==> src/verilog/wake_regs_pkg.sv <==
// shared constants and types for the wake source register bank
package wake_regs_pkg;
  // ********************************************************************
  // serial frame layout
  // ********************************************************************
  localparam int unsigned FRAME_BITS = 16;
  localparam int unsigned HDR_LAST_BIT = 7;
  localparam logic [4:0] CNT_FULL = 5'h10;
  localparam logic [4:0] CNT_CAP = 5'h11;
  localparam logic [4:0] CNT_DATA_FIRST = 5'h08;
  localparam logic [4:0] CNT_LAST_IDX = 5'h0F;

  // ********************************************************************
  // register addresses, reset values and access masks
  // ********************************************************************
  localparam logic [6:0] ADDR_INT_WAKE = 7'h06;
  localparam logic [6:0] ADDR_EXT_WAKE = 7'h07;
  localparam logic [6:0] ADDR_PULL = 7'h08;
  localparam logic [7:0] INT_WAKE_RST = 8'h00;
  localparam logic [7:0] EXT_WAKE_RST = 8'h07;
  localparam logic [7:0] PULL_RST = 8'h00;
  localparam logic [7:0] INT_WR_MASK = 8'hC4;
  localparam logic [7:0] EXT_WR_MASK = 8'hA7;
  localparam logic [7:0] PULL_WR_MASK = 8'h3F;
  localparam logic [7:0] INT_KEEP_RESTART = 8'hC0;
  localparam logic [7:0] EXT_KEEP_RESTART = 8'hA7;
  localparam logic [7:0] PULL_KEEP_RESTART = 8'h3F;
  localparam logic [7:0] EXT_KEEP_FAILSAFE = 8'hA0;
  localparam logic [7:0] EXT_SET_FAILSAFE = 8'h07;
  localparam logic [7:0] ZERO_BYTE = 8'h00;

  // ********************************************************************
  // field positions
  // ********************************************************************
  localparam int unsigned BIT_SECOND_CYCLE = 7;
  localparam int unsigned BIT_FIRST_CYCLE = 6;
  localparam int unsigned BIT_DOG_HI = 2;
  localparam int unsigned BIT_DOG_LO = 6;
  localparam int unsigned BIT_GLOBAL_INT = 7;
  localparam int unsigned BIT_MEASURE = 5;
  localparam int unsigned BIT_IN_THREE = 2;
  localparam int unsigned BIT_IN_TWO = 1;
  localparam int unsigned BIT_IN_ONE = 0;
  localparam int unsigned PULL_ONE_LSB = 0;
  localparam int unsigned PULL_TWO_LSB = 2;
  localparam int unsigned PULL_THREE_LSB = 4;

  // ********************************************************************
  // pull and bus mode encodings
  // ********************************************************************
  localparam logic [1:0] PULL_NONE = 2'h0;
  localparam logic [1:0] PULL_DOWN = 2'h1;
  localparam logic [1:0] PULL_UP = 2'h2;
  localparam logic [1:0] PULL_AUTO = 2'h3;
  localparam logic [1:0] LIN_WAKE_MODE = 2'h1;
  localparam logic [2:0] CAN_WAKE_MODE = 3'h1;
  localparam logic [2:0] CAN_SEL_WAKE_MODE = 3'h5;
  localparam logic [4:0] BUS_FAILSAFE_LOW5 = 5'h09;

  typedef struct packed {
    logic write;
    logic [6:0] addr;
    logic [7:0] data;
  } spi_word_t;

  typedef struct packed {
    logic up;
    logic down;
    logic auto_sw;
  } pull_ctl_t;
endpackage

==> src/verilog/wake_source_control_regs.sv <==
// wake source control register bank with serial access
//
// Summary of operation
// bit 7: second cyclic timer wake enable
// bit 6: first cyclic timer wake enable
// bit 2: watchdog stop-off high bit, hardware-settable
// companion low bit at watchdog bit 6
// reserved bits read only, always zero
// global policy: wakes only, or all status
// bit 5 selects measurement, drops inputs 1-2
// measurement in normal mode; ignore enables, levels
// bits 2..0 enable wake inputs 3..1
// host selects bus wakes via bus modes
// bus wake codes 01, 001, 101 selective
// fail-safe forces bus and external wake values
// external register reset 07, restart keeps fields
// internal register clears on reset
// restart keeps timer enables, clears rest
// three two-bit pull fields, reset zero
// pull codes none, down, up, automatic
// restart keeps pull fields, upper zero
// writes land only after complete frame
`timescale 1ns/100ps
`default_nettype none
module wake_source_control_regs
  import wake_regs_pkg::*;
(
  input wire logic ref_clk,
  input wire logic rst,
  input wire logic sclk,
  input wire logic mosi,
  input wire logic chip_select_low_active_n,
  input wire logic restart_pulse,
  input wire logic failsafe_entry,
  input wire logic dog_hi_hw_set,
  input wire logic dog_hi_hw_val,
  input wire logic dog_stop_disable_lo,
  input wire logic normal_mode,
  input wire logic wake_event,
  input wire logic status_event,
  input wire logic level_one_in,
  input wire logic level_two_in,
  input wire logic [4:0] bus_mode_in,
  output logic miso,
  output logic miso_oe,
  output logic second_cycle_wake_on,
  output logic first_cycle_wake_on,
  output logic [1:0] dog_stop_cfg,
  output logic input_one_wake_on,
  output logic input_two_wake_on,
  output logic input_three_wake_on,
  output logic measure_enable,
  output logic level_one_out,
  output logic level_two_out,
  output logic int_req,
  output logic lin_wake_on,
  output logic can_wake_on,
  output logic can_selective_wake,
  output logic bus_force_stb,
  output logic [4:0] bus_force_low5,
  output pull_ctl_t input_one_pull_sel,
  output pull_ctl_t input_two_pull_sel,
  output pull_ctl_t input_three_pull_sel
);
  // ********************************************************************
  // helpers
  // ********************************************************************
  function automatic pull_ctl_t pull_decode(input logic [1:0] code);
    pull_ctl_t r;
    r = '0;
    case (code)
      PULL_NONE: r = '0;
      PULL_DOWN: r.down = 1'b1;
      PULL_UP: r.up = 1'b1;
      PULL_AUTO: r.auto_sw = 1'b1;
      default: r = '0;
    endcase
    return r;
  endfunction

  logic [7:0] int_q, int_d, ext_q, ext_d, pull_q, pull_d, rd_data;
  logic [7:0] hdr;
  spi_word_t word;
  logic word_stb, wr_hit;

  spi_frame_rx u_rx (
    .ref_clk(ref_clk),
    .rst(rst),
    .sclk(sclk),
    .mosi(mosi),
    .chip_select_low_active_n(chip_select_low_active_n),
    .rd_data(rd_data),
    .hdr_q(hdr),
    .word_q(word),
    .word_stb_q(word_stb),
    .miso_q(miso),
    .miso_oe_q(miso_oe)
  );

  // ********************************************************************
  // register file
  // ********************************************************************
  // readback masks keep reserved positions at zero
  always_comb
  begin
    case (hdr[6:0])
      ADDR_INT_WAKE: rd_data = int_q & INT_WR_MASK;
      ADDR_EXT_WAKE: rd_data = ext_q & EXT_WR_MASK;
      ADDR_PULL: rd_data = pull_q & PULL_WR_MASK;
      default: rd_data = ZERO_BYTE;
    endcase
  end

  // priority: fail-safe over restart over host write; hardware set last
  always_comb
  begin
    int_d = int_q;
    ext_d = ext_q;
    pull_d = pull_q;
    wr_hit = word_stb & word.write;
    if (failsafe_entry)
      ext_d = (ext_q & EXT_KEEP_FAILSAFE) | EXT_SET_FAILSAFE;
    else if (restart_pulse)
    begin
      int_d = int_q & INT_KEEP_RESTART;
      ext_d = ext_q & EXT_KEEP_RESTART;
      pull_d = pull_q & PULL_KEEP_RESTART;
    end
    else if (wr_hit)
    begin
      case (word.addr)
        ADDR_INT_WAKE: int_d = word.data & INT_WR_MASK;
        ADDR_EXT_WAKE: ext_d = word.data & EXT_WR_MASK;
        ADDR_PULL: pull_d = word.data & PULL_WR_MASK;
        default: int_d = int_q;
      endcase
    end
    // device-side update of the stop-mode bit wins over a host write
    if (dog_hi_hw_set)
      int_d[BIT_DOG_HI] = dog_hi_hw_val;
  end

  always_ff @(posedge ref_clk)
  begin
    if (rst)
    begin
      int_q <= INT_WAKE_RST;
      ext_q <= EXT_WAKE_RST;
      pull_q <= PULL_RST;
    end
    else
    begin
      int_q <= int_d;
      ext_q <= ext_d;
      pull_q <= pull_d;
    end
  end

  // ********************************************************************
  // decoded outputs
  // ********************************************************************
  logic meas;
  logic [2:0] can_mode;
  always_comb
  begin
    meas = ext_q[BIT_MEASURE];
    can_mode = bus_mode_in[2:0];
  end

  // every output is registered, so decodes lag the registers by a cycle
  always_ff @(posedge ref_clk)
  begin
    if (rst)
    begin
      second_cycle_wake_on <= 1'b0;
      first_cycle_wake_on <= 1'b0;
      dog_stop_cfg <= 2'h0;
      input_one_wake_on <= 1'b0;
      input_two_wake_on <= 1'b0;
      input_three_wake_on <= 1'b0;
      measure_enable <= 1'b0;
      level_one_out <= 1'b0;
      level_two_out <= 1'b0;
      int_req <= 1'b0;
      lin_wake_on <= 1'b0;
      can_wake_on <= 1'b0;
      can_selective_wake <= 1'b0;
      bus_force_stb <= 1'b0;
      bus_force_low5 <= 5'h00;
      input_one_pull_sel <= '0;
      input_two_pull_sel <= '0;
      input_three_pull_sel <= '0;
    end
    else
    begin
      second_cycle_wake_on <= int_q[BIT_SECOND_CYCLE];
      first_cycle_wake_on <= int_q[BIT_FIRST_CYCLE];
      dog_stop_cfg <= {int_q[BIT_DOG_HI], dog_stop_disable_lo};
      input_one_wake_on <= ext_q[BIT_IN_ONE] & ~meas;
      input_two_wake_on <= ext_q[BIT_IN_TWO] & ~meas;
      input_three_wake_on <= ext_q[BIT_IN_THREE];
      measure_enable <= meas & normal_mode;
      level_one_out <= level_one_in & ~meas;
      level_two_out <= level_two_in & ~meas;
      int_req <= wake_event | (ext_q[BIT_GLOBAL_INT] & status_event);
      // bus wakes come only from the host's mode choice
      lin_wake_on <= (bus_mode_in[4:3] == LIN_WAKE_MODE);
      can_wake_on <= (can_mode == CAN_WAKE_MODE) | (can_mode == CAN_SEL_WAKE_MODE);
      can_selective_wake <= (can_mode == CAN_SEL_WAKE_MODE);
      bus_force_stb <= failsafe_entry;
      bus_force_low5 <= BUS_FAILSAFE_LOW5;
      input_one_pull_sel <= pull_decode(pull_q[PULL_ONE_LSB +: 2]);
      input_two_pull_sel <= pull_decode(pull_q[PULL_TWO_LSB +: 2]);
      input_three_pull_sel <= pull_decode(pull_q[PULL_THREE_LSB +: 2]);
    end
  end
endmodule
`default_nettype wire

==> src/verilog/spi_frame_rx.sv <==
// serial frame receiver: pin sync, 16-bit shift, readback shift-out
`timescale 1ns/100ps
`default_nettype none
module spi_frame_rx
  import wake_regs_pkg::*;
(
  input wire logic ref_clk,
  input wire logic rst,
  input wire logic sclk,
  input wire logic mosi,
  input wire logic chip_select_low_active_n,
  input wire logic [7:0] rd_data,
  output logic [7:0] hdr_q,
  output spi_word_t word_q,
  output logic word_stb_q,
  output logic miso_q,
  output logic miso_oe_q
);
  // ********************************************************************
  // pin synchronisers
  // ********************************************************************
  logic [2:0] sclk_s;
  logic [1:0] mosi_s;
  logic [2:0] cs_s;
  logic [4:0] cnt_q, cnt_d;
  logic [15:0] shift_q, shift_d;
  logic [7:0] hdr_d;
  spi_word_t word_d;
  logic word_stb_d, miso_d, miso_oe_d;
  logic sclk_rise, sclk_fall, cs_rise, cs_fall, cs_active;
  logic [4:0] bit_idx;

  // stage 0 is only read by stage 1; edges come from stages 1 and 2
  always_ff @(posedge ref_clk)
  begin
    if (rst)
    begin
      sclk_s <= 3'h0;
      mosi_s <= 2'h0;
      cs_s <= 3'h7;
    end
    else
    begin
      sclk_s <= {sclk_s[1:0], sclk};
      mosi_s <= {mosi_s[0], mosi};
      cs_s <= {cs_s[1:0], chip_select_low_active_n};
    end
  end

  // ********************************************************************
  // frame shifter
  // ********************************************************************
  always_comb
  begin
    sclk_rise = sclk_s[1] & ~sclk_s[2];
    sclk_fall = ~sclk_s[1] & sclk_s[2];
    cs_rise = cs_s[1] & ~cs_s[2];
    cs_fall = ~cs_s[1] & cs_s[2];
    cs_active = ~cs_s[1];
    bit_idx = CNT_LAST_IDX - cnt_q;
    cnt_d = cnt_q;
    shift_d = shift_q;
    hdr_d = hdr_q;
    word_d = word_q;
    word_stb_d = 1'b0;
    miso_d = miso_q;
    miso_oe_d = miso_oe_q;
    if (cs_fall)
    begin
      cnt_d = 5'h00;
      miso_d = 1'b0;
      miso_oe_d = 1'b1;
    end
    else if (cs_active)
    begin
      if (sclk_rise)
      begin
        shift_d = {shift_q[14:0], mosi_s[1]};
        if (cnt_q != CNT_CAP)
          cnt_d = cnt_q + 5'h01; // saturates so long frames stay invalid
        if (cnt_q == 5'(HDR_LAST_BIT))
          hdr_d = {shift_q[6:0], mosi_s[1]};
      end
      // readback data appears in the second byte, header byte reads zero
      if (sclk_fall)
        miso_d = (cnt_q >= CNT_DATA_FIRST && cnt_q < CNT_FULL) ? rd_data[bit_idx[2:0]] : 1'b0;
    end
    else if (cs_rise)
    begin
      miso_oe_d = 1'b0;
      miso_d = 1'b0;
      if (cnt_q == CNT_FULL) // only a complete frame is handed on
      begin
        word_stb_d = 1'b1;
        word_d = shift_q;
      end
    end
  end

  always_ff @(posedge ref_clk)
  begin
    if (rst)
    begin
      cnt_q <= 5'h00;
      shift_q <= 16'h0000;
      hdr_q <= 8'h00;
      word_q <= '0;
      word_stb_q <= 1'b0;
      miso_q <= 1'b0;
      miso_oe_q <= 1'b0;
    end
    else
    begin
      cnt_q <= cnt_d;
      shift_q <= shift_d;
      hdr_q <= hdr_d;
      word_q <= word_d;
      word_stb_q <= word_stb_d;
      miso_q <= miso_d;
      miso_oe_q <= miso_oe_d;
    end
  end
endmodule
`default_nettype wire

==> config.mk <==
export PLATFORM = sky130hd
export DESIGN_NAME = wake_source_control_regs
export DESIGN_NICKNAME = d
export VERILOG_FILES = /design/src/verilog/wake_regs_pkg.sv /design/src/verilog/wake_source_control_regs.sv /design/src/verilog/spi_frame_rx.sv
export SDC_FILE = /design/constraint.sdc
export NUM_CORES = 1
export LEC_CHECK = 0
export BUFFER_PORTS_ARGS = -buffer_cell sky130_fd_sc_hd__buf_2
export CAP_MARGIN = 0
export CORE_AREA = 2 2 82 104
export CTS_BUF_LIST = sky130_fd_sc_hd__clkbuf_8
export DETAILED_ROUTE_END_ITERATION = 7
export DIE_AREA = 0 0 84 106
export PLACE_DENSITY = 0.7
export SYNTH_ARGS = -nofsm -noshare
export SYNTH_HDL_FRONTEND = slang
export SYNTH_SLANG_ARGS = --single-unit
==> constraint.sdc <==
create_clock -name ref_clk -period 2.33 [get_ports ref_clk]
set_input_delay 0.233 -clock ref_clk [delete_from_list [all_inputs] [get_ports ref_clk]]
set_output_delay 0.233 -clock ref_clk [all_outputs]
set_load 0.02 [all_outputs]
=== Word level (Yosys, flattened, before mapping) ===
Cells that the tools add are included.
W data, S select, Z words.

* Logic and storage cells: 140
* Input port bits: 20
* Flip-flop bits (word level): 100
* Output and inout port bits: 31

* Multiplexer cells: 25
* Equality and inequality tests: 23
* Magnitude comparators: 3
* Bitwise operators: 22
* Add/sub/neg operators: 2
* Reductions and logical operators: 23

{| class="wikitable"
|+ Operators with widths
! cell !! count
|-
| $eq A7 B3 Y1 const B || 4
|-
| $pmux W8 S3 || 1
|-
| $reduce_and A4 Y1 || 5
|-
| $mux W1 || 18
|-
| $reduce_and A3 Y1 || 5
|-
| $eq A7 B4 Y1 const B || 2
|-
| $eq A2 B2 Y1 const B || 6
|-
| $mux W3 || 4
|-
| $and A1 B1 Y1 || 11
|-
| $reduce_bool A2 Y1 || 5
|-
| $not A1 Y1 || 9
|-
| $eq A2 B1 Y1 const B || 4
|-
| $reduce_bool A3 Y1 || 2
|-
| $add A5 B1 Y5 const B || 1
|-
| $eq A5 B3 Y1 const B || 1
|-
| $eq A5 B5 Y1 const B || 1
|-
| $ge A5 B4 Y1 const B || 1
|-
| $lt A5 B5 Y1 const B || 1
|-
| $ne A5 B5 Y1 const B || 1
|-
| $lt A3 B4 Y1 const B || 1
|-
| $mux W4 || 1
|-
| $reduce_and A2 Y1 || 2
|-
| $reduce_or A2 Y1 || 2
|-
| $reduce_or A4 Y1 || 1
|-
| 8 further kinds || 9
|}

=== Depth between registers and ports, before layout ===
Gate-level depths: netlist (run 1).

* Depth in word-level cells: 7
* Mapped depth: 8
* Depth with buffers taken out: 7

=== By module ===
From an unflattened synthesis (run 1), not the netlist that was laid out.

* Cell total of the unflattened synthesis: 416
* Area, all modules: 3,911.3 µm²

{| class="wikitable"
|+ Modules (own cells, without submodules)
! module !! cells an instance !! instances !! area each (µm²) !! sequential area each (µm²)
|-
| spi_frame_rx || 269 || 1 || 2,374.8 || 1,121.1
|-
| wake_source_control_regs || 147 || 1 || 1,536.5 || 780.7
|}

=== Worst setup path after synthesis (run 1) ===
No wires, ideal clock.

* Kind: register -> register
* Start: reg u_rx.cs_s[1]
* End: reg u_rx.miso_q
* Slack: 0.553 ns
* Clock period less this slack: 1.777 ns
* Path buffers: 1
* Arrival: 1.671 ns
* Required time: 2.224 ns
* Stages on the path, launching flop included: 9
* Library setup time: 0.106 ns
* Cell sequence: dfxtp_1 > inv_1 > ha_1 > or2_2 > clkbuf_1 > nand4bb_1 > nor4_1 > o21ai_0 > o311ai_0

* Cells in the longest elaborated chain, start to end: 3
* Elaborated cells on any way between the ends: 8
* Classes of those cells: eq/ne (1); mux (1); bitwise (3); reduce/logical (3)

{| class="wikitable"
|+ Ends and longest elaborated chain
! element !! line !! text
|-
| from (decl) || spi_frame_rx.sv:24 || <nowiki>logic [2:0] cs_s;</nowiki>
|-
| from (signal assigned) || spi_frame_rx.sv:46 || <nowiki>cs_s <= {cs_s[1:0], chip_select_low_active_n};</nowiki>
|-
| $not A1 Y1 || spi_frame_rx.sv:58 || <nowiki>cs_fall = ~cs_s[1] & cs_s[2];</nowiki>
|-
| $and A1 B1 Y1 || spi_frame_rx.sv:58 ||
|-
| net u_rx.cs_fall || spi_frame_rx.sv:30 || <nowiki>logic sclk_rise, sclk_fall, cs_rise, cs_fall, cs_active;</nowiki>
|-
| $reduce_or A2 Y1 (no source line) || - ||
|-
| to (signal assigned) || spi_frame_rx.sv:119 || <nowiki>miso_q <= miso_d;</nowiki>
|-
| to (decl) || spi_frame_rx.sv:16 || <nowiki>output logic miso_q,</nowiki>
|}

The timed path passes the listed nets, and every way through them passes these cells.
A chain may end at the register's enable or synchronous reset.

=== Worst setup path after layout (run 1) ===
Same ends and word-level chain as after synthesis.

==> results of run 1 <==
-- report_power, final --
group          leakage (nW)  total [mW]  internal (mW)  switching, mW
clock network         0.117        1.24          0.706          0.530
logic                 0.933      0.0975         0.0358         0.0616
registers             0.762        1.63           1.62        0.00670
-- final cells by class --
cell class / count / area, um2 / area share
clock buffer: 9 / 123.9 / 0.03087
clock inverter: 7 / 113.9 / 0.02838
inverter: 7 / 26.28 / 0.006548
multi-input combinational: 235 / 1478 / 0.3683
sequential: 94 / 1882 / 0.4690
tap: 97 / 121.4 / 0.03025
timing repair buffer: 51 / 267.8 / 0.06673
-- registers in the layout, summed over array words and instances (netlist names), 2 cells and up --
name / flops
ext_q: 5
input_three_pull_sel: 3
int_q: 3
input_two_pull_sel: 3
dog_stop_cfg: 2
u_rx.shift_q: 16
input_one_pull_sel: 3
u_rx.sclk_s: 3
u_rx.cs_s: 3
u_rx.hdr_q: 7
u_rx.word_q: 16
u_rx.cnt_q: 5
u_rx.mosi_s: 2
pull_q: 6
-- per-stage QoR --
step                        util  power (mW)
after floorplan                -       1.732
after global placement    0.4701       1.763
after detailed placement  0.4701       1.765
after CTS                 0.5010       2.996
after global routing      0.5010       3.070
final                     0.5010       2.962
-- placed cells by master, fill, tap and decap left out, types with 3 or more instances in the layout --
master | netlist | final
and3b_1 | 3 | 3
nor3b_1 | 11 | 11
inv_1 | 7 | 8
bufinv_16 | 0 | 3
or2_2 | 3 | 3
nand4_1 | 4 | 4
mux2i_1 | 40 | 40
buf_4 | 4 | 3
and3_1 | 4 | 4
ha_1 | 6 | 6
nand3_1 | 3 | 3
and2_1 | 6 | 6
buf_2 | 0 | 47
nor3_1 | 4 | 4
clkbuf_8 | 0 | 9
nor2b_1 | 10 | 10
a21oi_1 | 20 | 20
conb_1 | 1 | 3
o21ai_0 | 4 | 4
nand2_1 | 41 | 41
dfxtp_1 | 94 | 94
nor2_1 | 46 | 46
xor2_1 | 3 | 3
-- timing repair --
action | in CTS | in global routing
resized for setup | 0 | 0
hold buffers | 1 | 0
endpoints found under the setup margin | 0 | 0
endpoints found under the hold margin | 1 | 0
-- metal layers --
layer,GRT usage,wire length (um)
met5,0,0
met4,0.1164,244
met3,0.02717,177
met2,0.2606,3219
met1,0.1729,2961
-- kinds of logic (layout without fill, tap and decap cells) --
kind of cell | Yosys count | count (layout) | share of synthesized area
other cells | 1 | 3 | 0.001069
xor+xnor | 4 | 4 | 0.009991
buf+inv | 29 | 74 | 0.04424
compound gates | 33 | 33 | 0.05423
mux | 41 | 41 | 0.1174
flops | 94 | 94 | 0.5366
simple gates | 148 | 148 | 0.2151
fa+ha+maj | 6 | 6 | 0.02141
-- how the worst min path moves through the flow --
stage                         startpoint  slack [ns]          end
after floorplan           bus_mode_in[4]        0.31  lin_wake_on
after global placement    bus_mode_in[4]        0.40  lin_wake_on
after detailed placement  bus_mode_in[4]        0.40  lin_wake_on
after CTS                 bus_mode_in[1]        0.03  can_wake_on
after global routing      bus_mode_in[1]        0.03  can_wake_on
final                     bus_mode_in[1]        0.05  can_wake_on
-- cells in the mapped netlist, types with 3 or more instances --
cell / n
ha_1: 6
inv_1: 7
nand4_1: 4
nor3_1: 4
xor2_1: 3
and3b_1: 3
nand3_1: 3
mux2i_1: 40
nor2_1: 46
buf_4: 4
nor3b_1: 11
nor2b_1: 10
clkbuf_1: 11
or2_2: 3
and2_1: 6
o21ai_0: 4
and3_1: 4
a21oi_1: 20
dfxtp_1: 94
buf_1: 4
nand2_1: 41
==> results.yml, run 1 <==
clock_tree:
  cts_max_path_buffers: 2
  cts_tree: "done"
  post_cts_buffers: 0
  cts.sinks: 94
  htree_levels: 3
  cts-root-buf: "clkbuf_8"
  clk_pin_slew_ns: 0.08
  numCtsBuffers: 9
  clock_latency_ns: 0.36
detailed_routing:
  ant_nets: 0
  first_iter_violations: 104
  viasPerCell: 5.066
  wl_per_cell_um: 13.21
  dr_total_vias: 2533
  drc_errors: 0
  routed_wl_mm: 6.603
  dr.pass1.iters: 4
placed_design:
  placed_area_um2: 3765
  port_buffers: 47
  place_ws_ns: 0.4415
  dpl.hpwl_mm: 4.524
  place_inst: 483
  finalWeightedCongestion: 0.8821
worst_setup_path:
  cp_slowest_stage_delay_ns: 0.38
  critical_path.max_fanout: 8
  end_kind: "flip-flop"
  path_buf_inv: 1
  cp_slowest_cell: "dfxtp_1"
  reg2reg_from: "u_rx.cs_s[1]"
  arrival_ns: 2.12
  crit_type: "flip-flop to flip-flop"
  cp-startpoint: "u_rx.cs_s[1]"
  crit_end: "u_rx.miso_q"
  path_depth: 7
  cp_top_family: "simple AND/OR/NAND/NOR gates"
  ff2ff_setup_slack_ns: 0.43
  r2r_end: "u_rx.miso_q"
  rr_worst_depth: 7
  required_ns: 2.55
  crit_path_start_kind: "flip-flop"
  cp_cell_sequence: "inv_1, ha_1, or2_2, nand4bb_1, nor4_1, o21ai_0, o311ai_0"
sta:
  skew_ns: 0.01094
  tightest_slew_ns: 0.7518
  fmax_mhz: 526.3
  whs_ns: 0.05097
  drv_slew: 0
  hold_viol: 0
  grt_setup_unrepaired: "false"
  period_needed_ns: 1.900
  finalCritPeriodShare: 0.8154
  setup_viol: 0
  tns_ns: 0
  slew_headroom: 0.4988
  worst_slack_ns: 0.4300
final_layout:
  fill_cells: 732
  layout-drive-gt1-share: 0.1762
  final_nets: 424
  finalInstanceArea_um2: 4013
  areaGrowthSynthToFinish_pct: 14.41
  diodes: 0
  final_cells: 500
floorplanning:
  num_rows: 37
  start_util: 0.4379
  core_um2: 8009
  io_pins: 51
  die_area_um2: 8904
  dieHeight_um: 106
  die_w_um: 84
power:
  ir_drop_v: 0.0004425
  powerDensity_nw_per_um2: 738.3
  p_leak_nw: 1.812
worst_hold_path:
  hp-class: "input port to flip-flop"
  hold_depth: 2
logic_synthesis:
  yosysUniqueCellTypes: 43
  synth-edff-count: 0
  synth_area_leaders: "dfxtp_1 54%, mux2i_1 11%, nor2_1 4.9%, nand2_1 4.4%, a21oi_1 2.9%"
  synth_top_area_share: 0.5366
  synth_warnings: 0
  synthCells: 356
  synth-main-ff-cell: "dfxtp_1"
  synthArstFlopShare: 0
  syn_avg_cell_area_um2: 9.851
  yosysTopAreaCell: "dfxtp_1"
  ys_ff_latch: 94
  synth_area_um2: 3507
  yosysSeqAreaShare: 0.5366
global_route:
  grt_pass1_wl_mm: 10.87
  grt-ovfl-total: 0
  antenna_found_initial: 0
  track_usage: 0.1546
  grt_max_degree: 77
  grt_pass1_vias: 2387
run_status:
  outcome: "completed"
flow_run:
  drv_cap: 0
(Power assumes the default switching activity.)
==> run 2: changes to the inputs <==
--- a/config.mk
+++ b/config.mk
@@ -5,13 +5,14 @@
 export SDC_FILE = /design/constraint.sdc
 export NUM_CORES = 1
 export LEC_CHECK = 0
+export ABC_AREA = 1
 export BUFFER_PORTS_ARGS = -buffer_cell sky130_fd_sc_hd__buf_2
 export CAP_MARGIN = 0
-export CORE_AREA = 2 2 82 104
+export CORE_AREA = 2 2 83 105
 export CTS_BUF_LIST = sky130_fd_sc_hd__clkbuf_8
 export DETAILED_ROUTE_END_ITERATION = 7
-export DIE_AREA = 0 0 84 106
-export PLACE_DENSITY = 0.7
+export DIE_AREA = 0 0 85 107
+export PLACE_DENSITY = 0.73
 export SYNTH_ARGS = -nofsm -noshare
 export SYNTH_HDL_FRONTEND = slang
 export SYNTH_SLANG_ARGS = --single-unit
==> constraint.sdc (replaced) <==
create_clock -name ref_clk -period 1.7 [get_ports ref_clk]
set_input_delay 0.17 -clock ref_clk [delete_from_list [all_inputs] [get_ports ref_clk]]
set_output_delay 0.17 -clock ref_clk [all_outputs]
set_load 0.02 [all_outputs]
==> results.yml, run 2 <==
worst_setup_path:
  end_kind: "flip-flop"
  r2r_end: "u_rx.cnt_q[4]"
  cp_slowest_cell: "dfxtp_1"
  path_buf_inv: 1
  path_depth: 8
  cp-startpoint: "u_rx.cnt_q[1]"
  ff2ff_setup_slack_ns: 0.16
  crit_type: "flip-flop to flip-flop"
  cp_slowest_stage_delay_ns: 0.40
  cp_cell_sequence: "inv_1, ha_1, nand3_1, nand2_1, nor3_1, nand2_1, o21ai_1, a21oi_1"
  crit_path_start_kind: "flip-flop"
  arrival_ns: 1.81
  critical_path.max_fanout: 6
  cp_top_family: "simple AND/OR/NAND/NOR gates"
  required_ns: 1.97
  rr_worst_depth: 8
  crit_path_frequent_cell: "nand2_1"
  reg2reg_from: "u_rx.cnt_q[1]"
  crit_end: "u_rx.cnt_q[4]"
final_layout:
  largestRegisters: "u_rx.shift_q: 16 flops, u_rx.word_q: 16 flops, u_rx.hdr_q: 7 flops"
  final_util: 0.5138
  final_common_cell: "dfxtp_1"
  layout-drive-gt1-share: 0.2016
  layout_common_cells: "94 x dfxtp_1, 57 x nand2_1, 55 x inv_1"
  areaGrowthSynthToFinish_pct: 15.96
  final_cells: 593
  diodes: 0
  final_nets: 518
  fill_cells: 767
logic_synthesis:
  ys_top_cells_by_count: "94 x dfxtp_1, 57 x nand2_1, 55 x inv_1"
  yosysSeqAreaShare: 0.5242
  yosysTopAreaCell: "dfxtp_1"
  yosysMostFrequentCell: "dfxtp_1"
  synth-edff-count: 0
  syn_avg_cell_area_um2: 8.233
  synthArstFlopShare: 0
  synth-main-ff-cell: "dfxtp_1"
  synth_area_um2: 3590
  yosysUniqueCellTypes: 31
  synthCells: 436
  synth_area_leaders: "dfxtp_1 52%, a21oi_1 7.4%, nand2_1 6.0%, inv_1 5.8%, o21ai_0 5.6%"
  synth_top_area_share: 0.5242
  synth_warnings: 0
  ys_ff_latch: 94
global_route:
  track_usage: 0.1837
  grt_max_degree: 45
  antenna_found_initial: 0
  grt_pass1_wl_mm: 13.12
  grt_pass1_vias: 2913
  grt-ovfl-total: 0
flow_run:
  drv_cap: 0
detailed_routing:
  topRoutingLayerUsed: "met4"
  wl_per_cell_um: 12.86
  dr_wl_met3_um: 297
  wl_met1_mm: 3.211
  viasPerCell: 4.966
  wl_met2_mm: 3.793
  routed_wl_mm: 7.627
  dr_total_vias: 2945
  drc_errors: 0
  first_iter_violations: 115
  dr.pass1.iters: 4
  ant_nets: 0
clock_tree:
  clk_pin_slew_ns: 0.08
  cts_tree: "done"
  htree_levels: 3
  numCtsBuffers: 9
  cts_max_path_buffers: 2
  clock_latency_ns: 0.37
  cts-root-buf: "clkbuf_8"
  cts.sinks: 94
floorplanning:
  dieHeight_um: 107
  die_w_um: 85
  io_pins: 51
  die_area_um2: 9095
  num_rows: 37
  start_util: 0.4431
  core_um2: 8102
sta:
  setup_viol: 0
  hold_viol: 0
  drv_slew: 0
  tns_ns: 0
  skew_ns: 0.01305
  period_needed_ns: 1.539
  finalCritPeriodShare: 0.9053
  grt_setup_unrepaired: "false"
  fmax_mhz: 649.8
placed_design:
  dpl.hpwl_mm: 5.546
  finalWeightedCongestion: 0.9455
  port_buffers: 47
  place_inst: 571
power:
  power_mw: 3.867
  ir_drop_v: 0.0005675
  p_leak_nw: 1.736
  powerDensity_nw_per_um2: 929.0
worst_hold_path:
  hp-class: "input port to flip-flop"
run_status:
  outcome: "completed"
run 2: metrics by stage:
step	setup slack, ns	hold slack [ns]	instance area, um2
after CTS	0.1882	0.002466	4163
after detailed placement	0.2015	0.3318	3906
final	0.1610	0.01608	4163
after floorplan	0.3283	0.2417	3597
after global routing	0.0004943	0.03496	4163
after global placement	0.2911	0.3259	3906
run 2: timing repair:
| item | CTS | global route |
|---|---|---|
| setup buffers | 0 | 0 |
| hold buffers | 7 | 0 |
| setup endpoints to repair | 0 | 0 |
| resized for setup | 0 | 0 |
| hold endpoints to repair | 7 | 0 |
run 2: per-layer routing:
metal | vias to the layer above | global-route usage
li1 | 1514 | -
met1 | 1350 | 0.2088
met2 | 57 | 0.3075
met3 | 24 | 0.04234
met4 | 0 | 0.1156
met5 | - | 0
run 2: logic make-up (layout without fill, tap and decap cells):
family                     after synthesis  after routing  share of synthesized area
other                                    1              3                   0.001045
and+or+nand+nor                        141            141                     0.1928
AOI/OAI and AO/OA                      112            112                     0.1642
buffers and inverters                   82            140                    0.09690
adders and majority gates                6              6                    0.02091
DFF                                     94             94                     0.5242
run 2: how the worst min path moves through the flow:
| stage | from | endpoint | slack, ns | depth (start not counted) |
|---|---|---|---|---|
| 2_1_floorplan | bus_mode_in[4] | lin_wake_on | 0.24 | 1 |
| 6_report | level_one_in | level_one_out | 0.02 | 3 |
| 3_5_place_dp | bus_mode_in[4] | lin_wake_on | 0.33 | 2 |
| 4_1_cts | level_one_in | level_one_out | 0.002 | 3 |
| 5_1_grt | bus_mode_in[3] | lin_wake_on | 0.03 | 3 |
| 3_3_place_gp | bus_mode_in[4] | lin_wake_on | 0.33 | 2 |
run 2: layout make-up:
type,count,area (um2),share of cell area
Multi-Input combinational cell,262,1368,0.3285
Timing Repair Buffer,63,372.9,0.08957
Tap cell,97,121.4,0.02916
Sequential cell,94,1882,0.4521
Inverter,62,232.7,0.05591
Clock inverter,6,62.56,0.01503
Clock buffer,9,123.9,0.02976
run 2: worst min-delay path, cell delays in order:
cell	delay, ns
buf_2	0.09
nand2_1	0.05
nor2_1	0.03
run 2: report_power, final:
part | leakage (nW) | internal, mW | switching [mW]
Combinational | 0.874 | 0.0678 | 0.111
Sequential | 0.762 | 2.23 | 0.0115
Clock | 0.0992 | 0.672 | 0.778
==> run 3: changes to the inputs <==
--- a/config.mk
+++ b/config.mk
@@ -12,7 +12,7 @@
 export CTS_BUF_LIST = sky130_fd_sc_hd__clkbuf_8
 export DETAILED_ROUTE_END_ITERATION = 7
 export DIE_AREA = 0 0 85 107
-export PLACE_DENSITY = 0.73
+export PLACE_DENSITY = 0.77
 export SYNTH_ARGS = -nofsm -noshare
 export SYNTH_HDL_FRONTEND = slang
 export SYNTH_SLANG_ARGS = --single-unit
==> results.yml, run 3 (synthesis results as in run 2) <==
detailed_routing:
  wl_per_cell_um: 12.86
  ant_nets: 0
  dr.pass1.iters: 5
  routed_wl_mm: 7.650
  first_iter_violations: 91
  dr_total_vias: 2936
  viasPerCell: 4.934
  drc_errors: 0
final_layout:
  fill_cells: 740
  diodes: 0
  final_util: 0.5169
  final_cells: 595
  layout_common_cells: "94 x dfxtp_1, 57 x nand2_1, 56 x inv_1"
  largestRegisters: "u_rx.shift_q: 16 flops, u_rx.word_q: 16 flops, u_rx.hdr_q: 7 flops"
  final_nets: 520
  final_common_cell: "dfxtp_1"
  areaGrowthSynthToFinish_pct: 16.66
  layout-drive-gt1-share: 0.2028
global_route:
  grt-ovfl-total: 0
  grt_pass1_vias: 2848
  track_usage: 0.1773
  antenna_found_initial: 0
  grt_pass1_wl_mm: 12.72
  grt_max_degree: 45
  grtUsageMet2: 0.3265
  grt.busiest_layer: "met2"
  grtUsageMet3: 0.05004
  grt_util_met1: 0.1801
placed_design:
  dpl.hpwl_mm: 5.459
  port_buffers: 47
  place_inst: 572
  finalWeightedCongestion: 0.9314
floorplanning:
  core_um2: 8102
  start_util: 0.4431
  die_w_um: 85
  dieHeight_um: 107
  die_area_um2: 9095
  num_rows: 37
  io_pins: 51
worst_setup_path:
  ff2ff_setup_slack_ns: 0.13
  end_kind: "flip-flop"
  reg2reg_from: "u_rx.cs_s[1]"
  rr_worst_depth: 7
  cp-startpoint: "u_rx.cs_s[1]"
  critical_path.max_fanout: 16
  r2r_end: "u_rx.word_q[9]"
  crit_end: "u_rx.word_q[9]"
  arrival_ns: 1.88
  required_ns: 2.01
  crit_path_start_kind: "flip-flop"
  crit_type: "flip-flop to flip-flop"
sta:
  setup_viol: 0
  skew_ns: 0.008859
  whs_ns: 0.01170
  tns_ns: 0
  finalCritPeriodShare: 0.9243
  period_needed_ns: 1.571
  hold_viol: 0
  fmax_mhz: 636.4
  grt_setup_unrepaired: "false"
  drv_slew: 0
clock_tree:
  cts-root-buf: "clkbuf_8"
  cts_tree: "done"
  post_cts_buffers: 0
  htree_levels: 3
  clock_latency_ns: 0.37
  cts.sinks: 94
  cts_max_path_buffers: 2
  numCtsBuffers: 9
  clk_pin_slew_ns: 0.09
power:
  p_leak_nw: 1.745
  powerDensity_nw_per_um2: 924.2
  power_mw: 3.870
  ir_drop_v: 0.0006484
flow_run:
  drv_cap: 0
worst_hold_path:
  holdCritStartpoint: "normal_mode"
  hp-class: "input port to flip-flop"
  hold_depth: 3
run_status:
  outcome: "completed"
-- run 3: cell count changes in the layout (fill, tap and decap cells not counted) --
cell / before / now
clkinvlp_4: 0 / 1
nor3_1: 14 / 13
clkbuf_8: 9 / 10
inv_6: 1 / 0
dlygate4sd3_1: 7 / 8
inv_1: 55 / 56
clkinv_4: 1 / 0
nor3_2: 1 / 2
buf_4: 9 / 10
clkinv_2: 3 / 2
-- run 3: layout make-up --
type | instances | area (um2) | area share
Timing Repair Buffer | 65 | 390.4 | 0.09322
Clock inverter | 5 | 51.30 | 0.01225
Inverter | 62 | 232.7 | 0.05557
Multi-Input combinational cell | 262 | 1373 | 0.3278
Sequential cell | 94 | 1882 | 0.4494
Tap cell | 97 | 121.4 | 0.02898
Clock buffer | 10 | 137.6 | 0.03287
-- run 3: how the worst min path moves through the flow --
stage,end,slack (ns)
finish,measure_enable,0.01
global route,measure_enable,0.02
CTS,level_one_out,0.002
detailed placement,lin_wake_on,0.33
global placement,lin_wake_on,0.33
floorplan,lin_wake_on,0.24
-- run 3: critical path, cell delays in order (launching register included) --
cell	delay [ns]
dfxtp_1	0.39
inv_1	0.12
ha_1	0.24
inv_1	0.10
nand3_2	0.16
inv_2	0.24
o21ai_0	0.11
a21oi_1	0.15
-- run 3: timing repair --
item,4_1_cts,5_1_grt
resized for setup,0,1
endpoints found under the hold margin,8,0
endpoints found under the setup margin,0,1
hold buffers,8,0
-- run 3: per-stage QoR --
step / area, um2 / worst slack, ns
after global routing: 4188 / 0.01374
after global placement: 3914 / 0.2576
after floorplan: 3597 / 0.3283
after detailed placement: 3914 / 0.1696
final: 4188 / 0.1286
after CTS: 4183 / 0.1544
-- run 3: report_power, final --
group	internal [mW]	switching, mW	leakage [nW]
clock network	0.701	0.751	0.0993
logic	0.0691	0.112	0.883
registers	2.23	0.0104	0.762
total	3.00	0.873	1.74
-- run 3: metal layers --
layer  vias up  routed length (um)
met2        63                4089
met3        20                 302
met1      1333                3022
met4         0                 236
met5         -                   0
li1       1520                   -
